[src/arco_pkg.sv]
/*
 * Shared constants and types of the converter's reset, clock-ratio and
 * output-pin control block: register map, reset values, clock ratios,
 * state and mode codes.
 * Assumes a 32-bit AXI4-Lite register bus and a single master clock.
 */
// Notes on behaviour
// RULE_01 - Each channel's 6-bit modulator word feeds the decimator and the stream engine.
// RULE_02 - Modulator words become one-bit streams sent on their own pins.
// RULE_03 - PCM and one-bit stream outputs may run at the same time.
// RULE_04 - With direct modulator output on, PCM and stream outputs are unavailable.
// RULE_05 - Master clock is 256, 128 or 64 times the sample rate.
// RULE_06 - Stream mode: master clock is 4x bit rate (64x) or 2x (128x).
// RULE_07 - Direct modulator output: master clock is twice the word rate.
// RULE_08 - Reset pin is active low; its release starts initialisation.
// RULE_09 - Device stays powered down while the reset pin is held low.
// RULE_10 - The master clock must run before the reset pin is released.
// RULE_11 - Hold states, PCM master: word clock, bit clock and data driven low.
// RULE_12 - Hold states, PCM slave: only data driven low, clocks stay inputs.
// RULE_13 - Hold states, stream on: left, right data and stream clock low.
// RULE_14 - Hold states, modulator on: word clock, clock out, six bits low.
// RULE_15 - Hold states apply only to interfaces whose enable is set.
// RULE_16 - Disabled modes drive low; disabled modulator pins revert to inputs.
// RULE_17 - Two rate selects pick normal, double, quad; both high is reserved.
// RULE_18 - Enabled outputs stay in hold states for a set count after release.

package arco_pkg;

   // Register byte offsets
   localparam logic [4:0]  OFS_CTRL    = 5'h00;
   localparam logic [4:0]  OFS_INIT    = 5'h04;
   localparam logic [4:0]  OFS_STATUS  = 5'h08;
   localparam logic [4:0]  OFS_RATIO   = 5'h0C;

   // Reset values
   localparam logic [6:0]  CTRL_RST    = 7'h00;
   localparam logic [15:0] INIT_RST    = 16'h0400;

   // Status field positions
   localparam int          STAT_ERR    = 5;

   // Master clocks per frame for each sampling mode
   localparam logic [9:0]  RATIO_NORMAL = 10'h100;
   localparam logic [9:0]  RATIO_DOUBLE = 10'h080;
   localparam logic [9:0]  RATIO_QUAD   = 10'h040;

   // Last count of the stream bit divider
   localparam logic [1:0]  STREAM_LAST_64X  = 2'h3;
   localparam logic [1:0]  STREAM_LAST_128X = 2'h1;

   localparam logic [1:0]  RESP_OKAY   = 2'h0;
   localparam logic [1:0]  RESP_SLVERR = 2'h2;

   typedef enum logic [1:0] {
      ST_RESET = 2'b00,
      ST_INIT  = 2'b01,
      ST_RUN   = 2'b10
   } arco_state_t;

   // Encoded as {rate_select_high, rate_select_low}
   typedef enum logic [1:0] {
      RATE_NORMAL = 2'b00,
      RATE_DOUBLE = 2'b01,
      RATE_QUAD   = 2'b10,
      RATE_RSVD   = 2'b11
   } arco_rate_t;

   typedef struct packed {
      logic stream_128;
      logic rate_select_high;
      logic rate_select_low;
      logic slave;
      logic modulator_output_enable;
      logic one_bit_stream_enable;
      logic pcm_output_enable;
   } arco_ctrl_t;

endpackage : arco_pkg

[src/arco_init_timer.sv]
/*
 * Initialisation hold timer: counts master clocks while running and
 * flags when the programmed length is reached.
 * Assumes the caller clears it before each new initialisation.
 */
`timescale 1ns/1ps
`default_nettype none

module arco_init_timer
   import arco_pkg::*;
#(
   parameter int CNT_W = 16
) (
   // Clock and reset
   input  wire logic             i_clk,
   input  wire logic             i_rst,
   // Control
   input  wire logic             i_clear,
   input  wire logic [CNT_W-1:0] i_length,
   // Status
   output logic                  o_done
);

   logic [CNT_W-1:0] count;

   assign o_done = (count >= i_length);

   always_ff @(posedge i_clk) begin
      if (i_rst || i_clear) begin
         count <= '0;
      end else if (!o_done) begin
         count <= count + 1'b1;
      end
   end

endmodule : arco_init_timer

`default_nettype wire

[src/arco_requant.sv]
/*
 * First-order error-feedback requantiser: turns signed multi-bit
 * modulator words into a one-bit stream, one bit per tick.
 * Assumes the word is two's complement and stable at the tick.
 */
`timescale 1ns/1ps
`default_nettype none

module arco_requant
   import arco_pkg::*;
#(
   parameter int MOD_W = 6
) (
   // Clock and reset
   input  wire logic             i_clk,
   input  wire logic             i_rst,
   // Word in
   input  wire logic             i_tick,
   input  wire logic [MOD_W-1:0] i_word,
   // Bit out
   output logic                  o_bit
);

   localparam logic signed [MOD_W+2:0] FULL =
      {{3{1'b0}}, 1'b1, {(MOD_W-1){1'b0}}};

   logic signed [MOD_W+2:0] acc;
   logic signed [MOD_W+2:0] sum;

   // Headroom of three bits keeps the loop from wrapping
   assign sum = acc + {{3{i_word[MOD_W-1]}}, i_word};

   always_ff @(posedge i_clk) begin
      if (i_rst) begin
         acc   <= '0;
         o_bit <= 1'b0;
      end else if (i_tick) begin
         acc   <= sum[MOD_W+2] ? sum + FULL : sum - FULL;
         o_bit <= ~sum[MOD_W+2];
      end
   end

endmodule : arco_requant

`default_nettype wire

[src/arco_ctrl.sv]
/*
 * Reset, initialisation and output-pin control of a two-channel
 * delta-sigma converter, with an AXI4-Lite register slave.
 * Assumes i_clk is the master clock and all inputs are synchronous to it;
 * the decimator and serial framer sit outside.
 */
`timescale 1ns/1ps
`default_nettype none

module arco_ctrl
   import arco_pkg::*;
#(
   parameter int MOD_W  = 6,
   parameter int ADDR_W = 5
) (
   // Clock and system reset
   input  wire logic              i_clk,
   input  wire logic              i_rst,
   // Reset and power-down pin, active low
   input  wire logic              i_reset_n,
   // AXI4-Lite slave
   input  wire logic [ADDR_W-1:0] i_awaddr,
   input  wire logic              i_awvalid,
   output logic                   o_awready,
   input  wire logic [31:0]       i_wdata,
   input  wire logic [3:0]        i_wstrb,
   input  wire logic              i_wvalid,
   output logic                   o_wready,
   output logic [1:0]             o_bresp,
   output logic                   o_bvalid,
   input  wire logic              i_bready,
   input  wire logic [ADDR_W-1:0] i_araddr,
   input  wire logic              i_arvalid,
   output logic                   o_arready,
   output logic [31:0]            o_rdata,
   output logic [1:0]             o_rresp,
   output logic                   o_rvalid,
   input  wire logic              i_rready,
   // Modulator words in
   input  wire logic [MOD_W-1:0]  i_mod_left,
   input  wire logic [MOD_W-1:0]  i_mod_right,
   input  wire logic              i_mod_valid,
   // Feed to the decimation filter
   output logic [MOD_W-1:0]       o_dec_left,
   output logic [MOD_W-1:0]       o_dec_right,
   output logic                   o_dec_valid,
   // PCM serial port
   input  wire logic              i_pcm_serial_data,
   input  wire logic              i_frame_word_clock,
   output logic                   o_frame_word_clock,
   output logic                   o_frame_word_clock_oe,
   output logic                   o_serial_bit_clock,
   output logic                   o_serial_bit_clock_oe,
   output logic                   o_pcm_data,
   // One-bit stream port
   output logic                   o_stream_left_data,
   output logic                   o_stream_right_data,
   output logic                   o_stream_bit_clock,
   // Direct modulator port
   output logic                   o_modulator_word_clock_out,
   output logic                   o_modulator_master_clock_out,
   output logic [MOD_W-1:0]       o_modulator_data_bits,
   output logic                   o_modulator_pins_oe
);

   arco_state_t state;
   arco_state_t next_state;
   arco_ctrl_t  ctrl;
   logic [15:0] init_len;
   logic        ratio_err;
   logic [15:0] ratio_meas;
   logic        init_done;

   // Mode decode
   wire arco_rate_t rate = arco_rate_t'({ctrl.rate_select_high,
                                          ctrl.rate_select_low}); // RULE_17
   wire logic mod_on    = ctrl.modulator_output_enable;
   wire logic pcm_on    = ctrl.pcm_output_enable & ~mod_on;      // RULE_04
   wire logic stream_on = ctrl.one_bit_stream_enable & ~mod_on;  // RULE_03
   wire logic master    = pcm_on & ~ctrl.slave;
   wire logic hold      = (state != ST_RUN);

   // Reserved code falls back to the normal divider
   wire logic [9:0] ratio = (rate == RATE_DOUBLE) ? RATIO_DOUBLE :
                            (rate == RATE_QUAD)   ? RATIO_QUAD :
                                                    RATIO_NORMAL; // RULE_05

   // Reset and initialisation sequencing
   always_comb begin
      next_state = state;
      unique case (state)
         ST_RESET: next_state = ST_INIT;                 // RULE_08 RULE_10
         ST_INIT:  if (init_done) next_state = ST_RUN;   // RULE_18
         ST_RUN:   next_state = ST_RUN;
         default:  next_state = ST_RESET;
      endcase
   end

   always_ff @(posedge i_clk) begin
      if (i_rst || !i_reset_n) begin
         state <= ST_RESET;                              // RULE_08 RULE_09
      end else begin
         state <= next_state;
      end
   end

   arco_init_timer #(
      .CNT_W    (16)
   ) u_timer (
      .i_clk    (i_clk),
      .i_rst    (i_rst),
      .i_clear  (state != ST_INIT),
      .i_length (init_len),
      .o_done   (init_done)
   );

   // Clock dividers; held at zero so every interface starts in phase
   logic [9:0] div_cnt;
   logic [1:0] sdiv;
   wire logic [1:0] s_last = ctrl.stream_128 ? STREAM_LAST_128X
                                             : STREAM_LAST_64X; // RULE_06
   wire logic s_tick  = (sdiv == s_last);
   wire logic s_high  = ctrl.stream_128 ? sdiv[0] : sdiv[1];
   wire logic [9:0] half = {1'b0, ratio[9:1]};
   wire logic frame_hi = (div_cnt < half);

   always_ff @(posedge i_clk) begin
      if (i_rst || hold) begin
         div_cnt <= '0;
         sdiv    <= '0;
      end else begin
         div_cnt <= (div_cnt >= ratio - 10'h001) ? 10'h000
                                                 : div_cnt + 10'h001;
         sdiv    <= s_tick ? 2'h0 : sdiv + 2'h1;
      end
   end

   // Latest word of each channel
   logic [MOD_W-1:0] word_l;
   logic [MOD_W-1:0] word_r;
   logic             mod_phase;

   always_ff @(posedge i_clk) begin
      if (i_rst) begin
         word_l    <= '0;
         word_r    <= '0;
         mod_phase <= 1'b0;
      end else begin
         if (i_mod_valid) begin
            word_l <= i_mod_left;                        // RULE_01
            word_r <= i_mod_right;
         end
         mod_phase <= hold ? 1'b0 : ~mod_phase;          // RULE_07
      end
   end

   // One-bit stream engine, one converter per channel
   logic [1:0]       stream_bit;
   logic [MOD_W-1:0] ch_word [2];
   assign ch_word[0] = word_l;
   assign ch_word[1] = word_r;

   for (genvar ch = 0; ch < 2; ch++) begin : g_chan
      arco_requant #(
         .MOD_W  (MOD_W)
      ) u_requant (
         .i_clk  (i_clk),
         .i_rst  (i_rst),
         .i_tick (s_tick & stream_on & ~hold),           // RULE_02
         .i_word (ch_word[ch]),
         .o_bit  (stream_bit[ch])
      );
   end

   // Output pins: disabled or held interfaces drive low; disabled modulator pins and slave clock pins are released
   always_ff @(posedge i_clk) begin
      if (i_rst) begin
         o_dec_left                   <= '0;
         o_dec_right                  <= '0;
         o_dec_valid                  <= 1'b0;
         o_frame_word_clock           <= 1'b0;
         o_frame_word_clock_oe        <= 1'b1;
         o_serial_bit_clock           <= 1'b0;
         o_serial_bit_clock_oe        <= 1'b1;
         o_pcm_data                   <= 1'b0;
         o_stream_left_data           <= 1'b0;
         o_stream_right_data          <= 1'b0;
         o_stream_bit_clock           <= 1'b0;
         o_modulator_word_clock_out   <= 1'b0;
         o_modulator_master_clock_out <= 1'b0;
         o_modulator_data_bits        <= '0;
         o_modulator_pins_oe          <= 1'b0;
      end else begin
         o_dec_left            <= i_mod_left;            // RULE_01
         o_dec_right           <= i_mod_right;
         o_dec_valid           <= i_mod_valid & ~hold;
         o_frame_word_clock    <= master & ~hold & frame_hi;  // RULE_11
         o_serial_bit_clock    <= master & ~hold & div_cnt[0];
         o_frame_word_clock_oe <= ~(pcm_on & ctrl.slave);     // RULE_12
         o_serial_bit_clock_oe <= ~(pcm_on & ctrl.slave);
         o_pcm_data            <= pcm_on & ~hold & i_pcm_serial_data;
         o_stream_left_data    <= stream_on & ~hold & stream_bit[0]; // RULE_13
         o_stream_right_data   <= stream_on & ~hold & stream_bit[1];
         o_stream_bit_clock    <= stream_on & ~hold & s_high;
         o_modulator_word_clock_out   <= mod_on & ~hold & ~mod_phase;
         o_modulator_master_clock_out <= mod_on & ~hold & mod_phase; // RULE_14
         o_modulator_data_bits <= (mod_on & ~hold)
                                  ? (mod_phase ? word_r : word_l)
                                  : '0;                  // RULE_15
         o_modulator_pins_oe   <= mod_on;                // RULE_16
      end
   end

   // Slave clock ratio check: frame period against the selected mode
   logic        fwc_prev;
   logic        fwc_seen;
   logic [15:0] per_cnt;
   wire logic   fwc_rise  = i_frame_word_clock & ~fwc_prev;
   wire logic   chk_slave = pcm_on & ctrl.slave & ~hold;
   wire logic   ratio_bad = chk_slave & fwc_rise & fwc_seen &
                            (per_cnt != {6'h00, ratio}); // RULE_05

   always_ff @(posedge i_clk) begin
      if (i_rst || !chk_slave) begin
         fwc_prev <= 1'b1;
         fwc_seen <= 1'b0;
         per_cnt  <= 16'h0001;
      end else begin
         fwc_prev <= i_frame_word_clock;
         if (fwc_rise) begin
            fwc_seen <= 1'b1;
            per_cnt  <= 16'h0001;
         end else if (per_cnt != 16'hFFFF) begin
            per_cnt  <= per_cnt + 16'h0001;
         end
      end
   end

   // AXI4-Lite slave: address and data taken together, one of each at once
   wire logic wr_go = i_awvalid & i_wvalid & ~o_awready & ~o_bvalid;
   wire logic wr_do = o_awready;
   wire logic rd_go = i_arvalid & ~o_arready & ~o_rvalid;
   wire logic rd_do = o_arready;
   wire logic w_ctrl = (i_awaddr == OFS_CTRL);
   wire logic w_init = (i_awaddr == OFS_INIT);
   wire logic w_stat = (i_awaddr == OFS_STATUS);
   wire logic w_map  = w_ctrl | w_init | w_stat | (i_awaddr == OFS_RATIO);
   wire logic r_map  = (i_araddr == OFS_CTRL) | (i_araddr == OFS_INIT) |
                       (i_araddr == OFS_STATUS) | (i_araddr == OFS_RATIO);
   wire logic err_clr = wr_do & w_stat & i_wstrb[0] & i_wdata[STAT_ERR];
   wire logic [31:0] rd_mux =
      (i_araddr == OFS_CTRL)   ? {25'h0000000, ctrl} :
      (i_araddr == OFS_INIT)   ? {16'h0000, init_len} :
      (i_araddr == OFS_STATUS) ? {26'h0000000, ratio_err,
                                  (rate == RATE_RSVD), rate, state} :
      (i_araddr == OFS_RATIO)  ? {16'h0000, ratio_meas} : 32'h00000000;

   always_ff @(posedge i_clk) begin
      if (i_rst) begin
         o_awready <= 1'b0;
         o_wready  <= 1'b0;
         o_bvalid  <= 1'b0;
         o_bresp   <= RESP_OKAY;
         o_arready <= 1'b0;
         o_rvalid  <= 1'b0;
         o_rresp   <= RESP_OKAY;
         o_rdata   <= 32'h00000000;
      end else begin
         o_awready <= wr_go;
         o_wready  <= wr_go;
         if (wr_do) begin
            o_bvalid <= 1'b1;
            o_bresp  <= w_map ? RESP_OKAY : RESP_SLVERR;
         end else if (i_bready) begin
            o_bvalid <= 1'b0;
         end
         o_arready <= rd_go;
         if (rd_do) begin
            o_rvalid <= 1'b1;
            o_rdata  <= rd_mux;
            o_rresp  <= r_map ? RESP_OKAY : RESP_SLVERR;
         end else if (i_rready) begin
            o_rvalid <= 1'b0;
         end
      end
   end

   // Registers; a new mismatch wins over a clear in the same cycle
   always_ff @(posedge i_clk) begin
      if (i_rst) begin
         ctrl       <= arco_ctrl_t'(CTRL_RST);
         init_len   <= INIT_RST;
         ratio_err  <= 1'b0;
         ratio_meas <= 16'h0000;
      end else begin
         if (wr_do && w_ctrl && i_wstrb[0]) begin
            ctrl <= arco_ctrl_t'(i_wdata[6:0]);
         end
         if (wr_do && w_init && i_wstrb[0]) begin
            init_len[7:0] <= i_wdata[7:0];               // RULE_18
         end
         if (wr_do && w_init && i_wstrb[1]) begin
            init_len[15:8] <= i_wdata[15:8];
         end
         if (ratio_bad) begin
            ratio_err <= 1'b1;
         end else if (err_clr) begin
            ratio_err <= 1'b0;
         end
         if (chk_slave && fwc_rise && fwc_seen) begin
            ratio_meas <= per_cnt;
         end
      end
   end

   logic [15:0] hlp_init;
   always_ff @(posedge i_clk) begin
      if (i_rst || state != ST_INIT) begin
         hlp_init <= 16'h0000;
      end else begin
         hlp_init <= hlp_init + 16'h0001;
      end
   end
endmodule : arco_ctrl

`default_nettype wire

[config.mk]
export PLATFORM = sky130hd
export DESIGN_NAME = arco_ctrl
export DESIGN_NICKNAME = d
export VERILOG_FILES = /design/src/arco_pkg.sv /design/src/arco_init_timer.sv /design/src/arco_requant.sv /design/src/arco_ctrl.sv
export SDC_FILE = /design/constraint.sdc
export NUM_CORES = 1
export LEC_CHECK = 0
export BUFFER_PORTS_ARGS = -buffer_cell sky130_fd_sc_hd__buf_2
export CORE_MARGIN = 2
export CORE_UTILIZATION = 35
export CTS_CLUSTER_SIZE = 28
export DETAILED_ROUTE_END_ITERATION = 10
export PLACE_DENSITY = 0.58
export SYNTH_ARGS = -nofsm -noshare
export SYNTH_HDL_FRONTEND = slang
export SYNTH_SLANG_ARGS = --single-unit
[constraint.sdc]
create_clock -name i_clk -period 4.41 [get_ports i_clk]
set_input_delay 0.882 -clock i_clk [delete_from_list [all_inputs] [get_ports i_clk]]
set_output_delay 0.882 -clock i_clk [all_outputs]
set_load 0.1 [all_outputs]
==> summary.md, run 1 <==
| Metric | Value |
|---|---|
| Synth cell types | 75 |
| RSZ-0062 raised after global routing | false |
| Internal power | 2.614 mW |
| CP Launch Type | flop |
| Remaining antenna violation count | 0 |
| Die area | 0.02601 mm² |
| Hold slack | 0.4153 ns |
| CTS Buf Count | 17 |
| Max_cap viols | 0 |
| Synth warn | 0 |
| Post-Syn Instances | 983 |
| Post-synth EDFFs | 0 |
| Clk pin slew, worst setup/hold paths | 0.07 ns |
| Row cnt | 57 |
| Number of setup violations in the final report | 0 |
| DRC Markers | 0 |
| Peak VDD IR | 246.6 µV |
| Most frequent cell after synthesis | dfxtp_1 |
| Routed WL | 20,020 µm |
| Worst Skew | 0.01373 ns |
| 1st-pass router iterations | 5 |
| WL per Instance | 14.26 µm |
| TritonCTS clock tree | done |
| Yosys top cell by area | dfxtp_1 |
| Starting Density | 0.3560 |
| Worst EP required | 4.74 ns |
| Routability cong. | 0.7978 |
| Total I/O pin count | 140 |
| Leakage power | 4.181 nW |
| Number of port buffers | 103 |
| Ranking of synthesized cells by area | dfxtp_1 (40%), mux2i_1 (9.0%), ha_1 (6.9%), nor2_1 (5.7%), nand2_1 (3.4%) |
| Post-synth top cells | dfxtp_1 (172), nor2_1 (131), mux2i_1 (78), nand2_1 (78), a21oi_1 (55) |
| Via density | 4.926 |
| Combinational fraction of design power | 0.086 |
| Syn avg cell area | 8.807 µm² |
| Final net count | 1,185 |
| GRT overflow | 0 |
| Share of power burned in the clock network | 0.462 |
| Iter 0 DRT Violations | 411 |
| Max Buffers Root-to-Sink | 2 |
| Area grow syn2layout | 15.36% |
| Hold WC Path Type | reg -> reg |
| Number of global-route vias before repair | 6,385 |
| Max Slew Vio Count | 0 |
| Yosys reg bits | 172 |
| Initial antenna violation count | 1 |
| Die Wd | 161.3 µm |
| Period Utilization, post-route | 0.7872 |
| Ys flop type | dfxtp_1 |
| First-pass GRT wire length | 32,820 µm |
| Sequential fraction of the synthesis area | 0.3977 |
| Worst path arrival time | 3.80 ns |
| Crit Path Class | reg -> reg |
| Status | complete, no violations |
| Final Hold Viols | 0 |
| Asr flop ratio synth | 0 |
| Post-CTS Hold Buffers | 0 |
| Worst slew margin | 0.2942 |
| Post-CTS setup buffer count | 0 |
| P_sw | 901.6 µW |
| Setup WS post-layout | 0.9383 ns |
| Largest net degree at the start of global routing | 69 |
| Total track usage | 0.1578 |
| Clock latency on the worst-skew pair | 0.44 ns |
| Dpl hpwl | 14,160 µm |
| Clock Sinks | 172 |
| PD cells | 352.0 mW/mm² |
| Sequential share of power | 0.453 |
| Die height | 161.3 µm |
| TNS Setup | 0 ns |
| # H-tree levels | 4 |
| Post-layout min period | 3.472 ns |
| Core Area | 0.02432 mm² |
| PostCTS Resize Cnt | 0 |
| CP endpoint kind | flop |
| Fmax | 288.0 MHz |
| CTS root buffer | clkbuf_16 |
| Layout cells sized above 1 | 0.1585 |
| Via count | 6,916 |
| Worst slew pin tran | 1.057 ns |
| Syn Std Cell Area | 0.008657 mm² |
| Pre-CTS setup slack | 0.9990 ns |
| Crit-path max FO | 5 |
| Sw Share | 0.2565 |
| Area share of the largest cell type after synthesis | 0.3977 |
## cells in the final DEF, fill, tap and decap left out, types with 3 or more instances in the layout
cell        Yosys  routed
and4_1          7       7
a211oi_1       13      13
a21oi_1        55      55
nand4_1        13      13
xor2_1         15      15
dfxtp_1       172     172
buf_4          20      10
nand4b_1        4       4
or2_2           6       6
clkinvlp_4      0       3
o22a_1          7       7
mux2i_1        78      78
a22oi_1         8       8
nor4_1          6       6
o21ai_0        24      24
nand3_1        26      26
conb_1          1      19
nor3_1         16      16
clkbuf_16       0      17
inv_1          42      42
nand2b_1       21      21
nor2_1        131     131
a22o_1          6       6
bufinv_16       0       4
and3b_1         3       3
ha_1           48      48
nor2b_1        31      30
and3_1          8       8
buf_2           3     102
nor3b_1         4       4
nor4b_1         4       3
a21o_1         13      13
a211o_1         3       3
and2_1          8       8
o211ai_1        4       4
nand2_1        78      78
xnor2_1        15      15
## per-stage QoR
stage,utilization,total power [mW],std cells,instance area (µm²)
finish,0.4107,3.515,1404,9987
CTS,0.4106,3.563,1403,9985
detailed placement,0.3846,1.928,1371,9353
floorplan,-,1.877,1001,8725
global route,0.4107,3.649,1404,9987
global placement,0.3846,1.926,1371,9353
## cell families (layout without fill, tap and decap cells)
logic type	count (synthesis)	after routing	share of synthesized area
AND/OR/NAND/NOR	381	381	0.2187
buffers and inverters	108	186	0.06114
adder cells (fa/ha/maj)	50	50	0.07400
other	1	20	0.0004332
XOR/XNOR	30	30	0.03035
AO/OA/AOI/OAI	160	160	0.1231
flip-flops	172	172	0.3977
multiplexers	81	81	0.09452
## worst max-delay path, cell delays in order (launching register included)
cell       delay, ns
dfxtp_1         0.39
ha_1            0.23
inv_1           0.07
fa_1            0.37
and2b_4         0.29
o311ai_1        0.14
o211a_1         0.28
nor3_1          0.33
xnor2_1         0.16
ha_1            0.19
and2b_1         0.18
mux2_4          0.27
a21o_1          0.19
a2111oi_2       0.28
## metal layers
layer | share of wire | global-route usage | vias up | wire, µm
met5 | 0 | 0 | - | 0
met4 | 0.0095 | 0.04018 | 0 | 191
met3 | 0.043 | 0.03929 | 12 | 862
met2 | 0.47 | 0.2536 | 140 | 9327
met1 | 0.48 | 0.2125 | 3233 | 9641
li1 | - | - | 3531 | -
## power groups by stage
stage	Sequential, mW	Clock (mW)	Combinational (mW)
finish	1.59	1.62	0.301
floorplan	1.68	0	0.194
global placement	1.63	0	0.300
detailed placement	1.63	0	0.301
global route	1.59	1.73	0.323
CTS	1.59	1.67	0.302
## flip-flops by register name (all words and copies together), names as in the netlist, 10 cells and up
signal	flops
init_len	16
per_cnt	16
u_timer.count	16
ratio_meas	16
o_rdata	16
g_chan.u_requant.acc	18
div_cnt	10
## final cells by class
cell class,count,area [µm²]
Clock inverter,12,185.2
Timing Repair Buffer,112,585.6
Sequential cell,172,3443
Multi-Input combinational cell,721,4761
Clock buffer,20,446.7
Fill cell,2426,14330
Tap cell,324,405.4
Inverter,42,157.7
Antenna cell,1,2.502
## path summary, 6_finish.rpt
| path | from | end | cells past startpoint | slack, ns |
|---|---|---|---|---|
| setup / recovery | word_l[0] | g_chan[0].u_requant.acc[7] | 13 | 0.94 |
| hold / removal | mod_phase | mod_phase | 1 | 0.42 |
| setup reg to reg | word_l[0] | g_chan[0].u_requant.acc[7] | 13 | 0.94 |
| hold reg to reg | mod_phase | mod_phase | 1 | 0.42 |
(Power assumes the default switching activity.)
==> inputs of run 2 (changes only) <==
Settings changed: ABC_AREA set to 1, PLACE_DENSITY 0.58 to 0.6.
Clock period 4.41 ns to 3 ns, I/O delays scaled along.
==> run 2 against run 1 <==
Effect of this change:
- clock power grew 35%
- synthesized cell count grew 16%
- synthesized area shrank 2.1%
- final cell count grew 12%
- critical path depth grew 5
- final area shrank 1.5%
- global-route usage grew 0.20 points
==> summary.md, run 2 <==
| Metric | Value |
|---|---|
| Die height | 159.6 µm (was 161.3 µm) |
| Layout cells sized above 1 | 0.1371 (was 0.1585) |
| PD cells | 507.2 mW/mm² (was 352.0 mW/mm²) |
| Setup WS post-layout | 0.5110 ns (was 0.9383 ns) |
| Initial antenna violation count | 1 (unchanged) |
| Hold slack | 0.3894 ns (was 0.4153 ns) |
| Power Total | 4.989 mW (was 3.515 mW) |
| RSZ-0062 raised after global routing | false (unchanged) |
| Max Slew Vio Count | 0 (unchanged) |
| Row cnt | 56 (was 57) |
| Routed WL | 20,290 µm (was 20,020 µm) |
| CP cell instances | ha_1, inv_1, fa_1, inv_1, nand3_1, nand2_1, nand2_1, nand2_1, nand2_1, nand2_1, nand2_1, nand2_1, inv_1, ha_1, inv_1, nand2_1, a21oi_1, a21oi_1 (was ha_1, inv_1, fa_1, and2b_4, o311ai_1, o211a_1, nor3_1, xnor2_1, ha_1, and2b_1, mux2_4, a21o_1, a2111oi_2) |
| Biggest register | g_chan.u_requant.acc (unchanged) |
| Total I/O pin count | 140 (unchanged) |
| First-pass GRT wire length | 33,380 µm (was 32,820 µm) |
| Sw Share | 0.2811 (was 0.2565) |
| Most frequent cells in the layout | nand2_1 (186), dfxtp_1 (172), inv_1 (156) (was dfxtp_1 (172), nor2_1 (131), buf_2 (102)) |
| Area share of the largest cell type after synthesis | 0.4064 (was 0.3977) |
| Fmax | 401.8 MHz (was 288.0 MHz) |
| Number of setup violations in the final report | 0 (unchanged) |
| Max_cap viols | 0 (unchanged) |
| CTS Buf Count | 17 (unchanged) |
| Post-Syn Instances | 1,136 (was 983) |
| Ys flop type | dfxtp_1 (unchanged) |
| Yosys top cell by area | dfxtp_1 (unchanged) |
| Worst Skew | 0.01547 ns (was 0.01373 ns) |
| Crit-path slowest cell | fa_1 (was dfxtp_1) |
| WL per Instance | 12.96 µm (was 14.26 µm) |
| PostCTS Resize Cnt | 0 (unchanged) |
| N_diodes | 0 (was 1) |
| Sequential fraction of the synthesis area | 0.4064 (was 0.3977) |
| Clock latency on the worst-skew pair | 0.43 ns (was 0.44 ns) |
| Number of flip-flops in the largest register | 18 (unchanged) |
| Post-CTS setup buffer count | 0 (unchanged) |
| Crit-path max FO | 4 (was 5) |
| Asr flop ratio synth | 0 (unchanged) |
| Final net count | 1,353 (was 1,185) |
| # H-tree levels | 4 (unchanged) |
| Clk pin slew, worst setup/hold paths | 0.07 ns (about the same) |
| Area grow syn2layout | 16.08% (was 15.36%) |
| Ranking of synthesized cells by area | dfxtp_1 (41%), nand2_1 (8.2%), ha_1 (7.1%), inv_1 (6.9%), a21oi_1 (6.4%) (was dfxtp_1 (40%), mux2i_1 (9.0%), ha_1 (6.9%), nor2_1 (5.7%), nand2_1 (3.4%)) |
| Starting Density | 0.3588 (was 0.3560) |
| Share of power burned in the clock network | 0.440 (was 0.462) |
| Hold WC Path Type | in -> reg (was reg -> reg) |
| Dpl hpwl | 15,050 µm (was 14,160 µm) |
| DRC Markers | 0 (unchanged) |
| P_sw | 1.402 mW (was 901.6 µW) |
| Total track usage | 0.1598 (was 0.1578) |
| Die area | 0.02547 mm² (was 0.02601 mm²) |
| Syn Std Cell Area | 0.008473 mm² (was 0.008657 mm²) |
| Worst path arrival time | 2.80 ns (was 3.80 ns) |
| Largest stage delay, worst path | 0.40 ns (was 0.39 ns) |
| Routability cong. | 0.8163 (was 0.7978) |
| Post-synth EDFFs | 0 (unchanged) |
| Via density | 4.686 (was 4.926) |
| Post-CTS Hold Buffers | 0 (unchanged) |
| CTS root buffer | clkbuf_16 (unchanged) |
| Core Area | 0.02361 mm² (was 0.02432 mm²) |
| 1st-pass router iterations | 7 (was 5) |
| Peak VDD IR | 333.2 µV (was 246.6 µV) |
| CP endpoint kind | flop (unchanged) |
| Commonest non-fill, non-tap cell in the layout | nand2_1 (was dfxtp_1) |
| Largest net degree at the start of global routing | 49 (was 69) |
| Worst EP required | 3.31 ns (was 4.74 ns) |
| Pre-CTS setup slack | 0.5567 ns (was 0.9990 ns) |
| Sequential share of power | 0.469 (was 0.453) |
| Post-layout min period | 2.489 ns (was 3.472 ns) |
| Status | complete, no violations (unchanged) |
| Clock Sinks | 172 (unchanged) |
| GRT overflow | 0 (unchanged) |
| Most frequent cell after synthesis | nand2_1 (was dfxtp_1) |
| Via count | 7,338 (was 6,916) |
| Period Utilization, post-route | 0.8297 (was 0.7872) |
| Leakage power | 4.441 nW (was 4.181 nW) |
| Combinational fraction of design power | 0.091 (was 0.086) |
| Worst slew margin | 0.5621 (was 0.2942) |
| Number of port buffers | 103 (unchanged) |
| Synth cell types | 47 (was 75) |
| Number of global-route vias before repair | 6,821 (was 6,385) |
| TNS Setup | 0 ns (unchanged) |
| Remaining antenna violation count | 0 (unchanged) |
| Synth warn | 0 (unchanged) |
| Post-synth top cells | nand2_1 (186), dfxtp_1 (172), inv_1 (156) (was dfxtp_1 (172), nor2_1 (131), mux2i_1 (78), nand2_1 (78), a21oi_1 (55)) |
| Syn avg cell area | 7.459 µm² (was 8.807 µm²) |
| Worst slew pin tran | 0.6519 ns (was 1.057 ns) |
| Final Hold Viols | 0 (unchanged) |
| Most frequent cell on the critical path | nand2_1 (was ha_1) |
| Internal power | 3.587 mW (was 2.614 mW) |
| Iter 0 DRT Violations | 406 (was 411) |
| TritonCTS clock tree | done (unchanged) |
| Crit Path Class | reg -> reg (unchanged) |
| Yosys reg bits | 172 (unchanged) |
| Die Wd | 159.6 µm (was 161.3 µm) |
| CP Launch Type | flop (unchanged) |
| Max Buffers Root-to-Sink | 2 (unchanged) |
==> run 2: power groups by stage <==
stage | clock network [mW] | logic (mW) | registers (mW)
5_1_grt | 2.34 | 0.493 | 2.34
4_1_cts | 2.25 | 0.458 | 2.34
3_3_place_gp | 0 | 0.453 | 2.39
6_report | 2.19 | 0.456 | 2.34
3_5_place_dp | 0 | 0.457 | 2.39
2_1_floorplan | 0 | 0.276 | 2.49
==> run 2: logic make-up (layout without fill, tap and decap cells) <==
logic type / Yosys count / count (layout) / share of synthesized area
flip-flops: 172 / 172 / 0.4064
AND/OR/NAND/NOR: 416 / 416 / 0.2193
buffers and inverters: 214 / 307 / 0.1065
adder cells (fa/ha/maj): 50 / 50 / 0.07561
XOR/XNOR: 36 / 36 / 0.03721
other: 1 / 19 / 0.0004426
AO/OA/AOI/OAI: 247 / 247 / 0.1546
==> run 2: routing by layer <==
metal / vias up / part of all wire / wire length [µm] / track usage
li1: 3874 / - / - / -
met5: - / 0.00074 / 15 / 0
met3: 14 / 0.044 / 897 / 0.03751
met1: 3323 / 0.46 / 9336 / 0.1989
met4: 2 / 0.0092 / 187 / 0.04215
met2: 125 / 0.49 / 9852 / 0.2771
==> run 2: worst max-delay path, delay by kind of cell, from the launching register on <==
kind / cells / cell delay, ns
buffers and inverters: 4 / 0.27
and+or+nand+nor: 9 / 0.76
DFF: 1 / 0.37
adders and majority gates: 3 / 0.77
AOI/OAI and AO/OA: 2 / 0.21
==> run 2: layout make-up <==
class                           instances  area, µm²
Clock buffer                           18      429.2
Clock inverter                         14      150.1
Fill cell                            2473      13780
Inverter                              159      599.3
Multi-Input combinational cell        768       4202
Sequential cell                       172       3443
Tap cell                              319      399.1
Timing Repair Buffer                  116      613.1
==> run 2: final timing paths <==
path / startpoint / end / slack, ns / depth (start not counted)
max: word_l[0] / g_chan[0].u_requant.acc[7] / 0.51 / 18
min reg2reg: o_bvalid / o_wready / 0.45 / 1
min: i_mod_right[5] / o_dec_right[5] / 0.39 / 3
max reg2reg: word_l[0] / g_chan[0].u_requant.acc[7] / 0.51 / 18
==> run 2: metrics by stage <==
step,util,cell area (µm²),instances
3_3_place_gp,0.3920,9256,1534
3_5_place_dp,0.3920,9256,1534
6_report,0.4165,9836,1566
5_1_grt,0.4165,9836,1566
4_1_cts,0.4165,9836,1566
2_1_floorplan,-,8541,1154
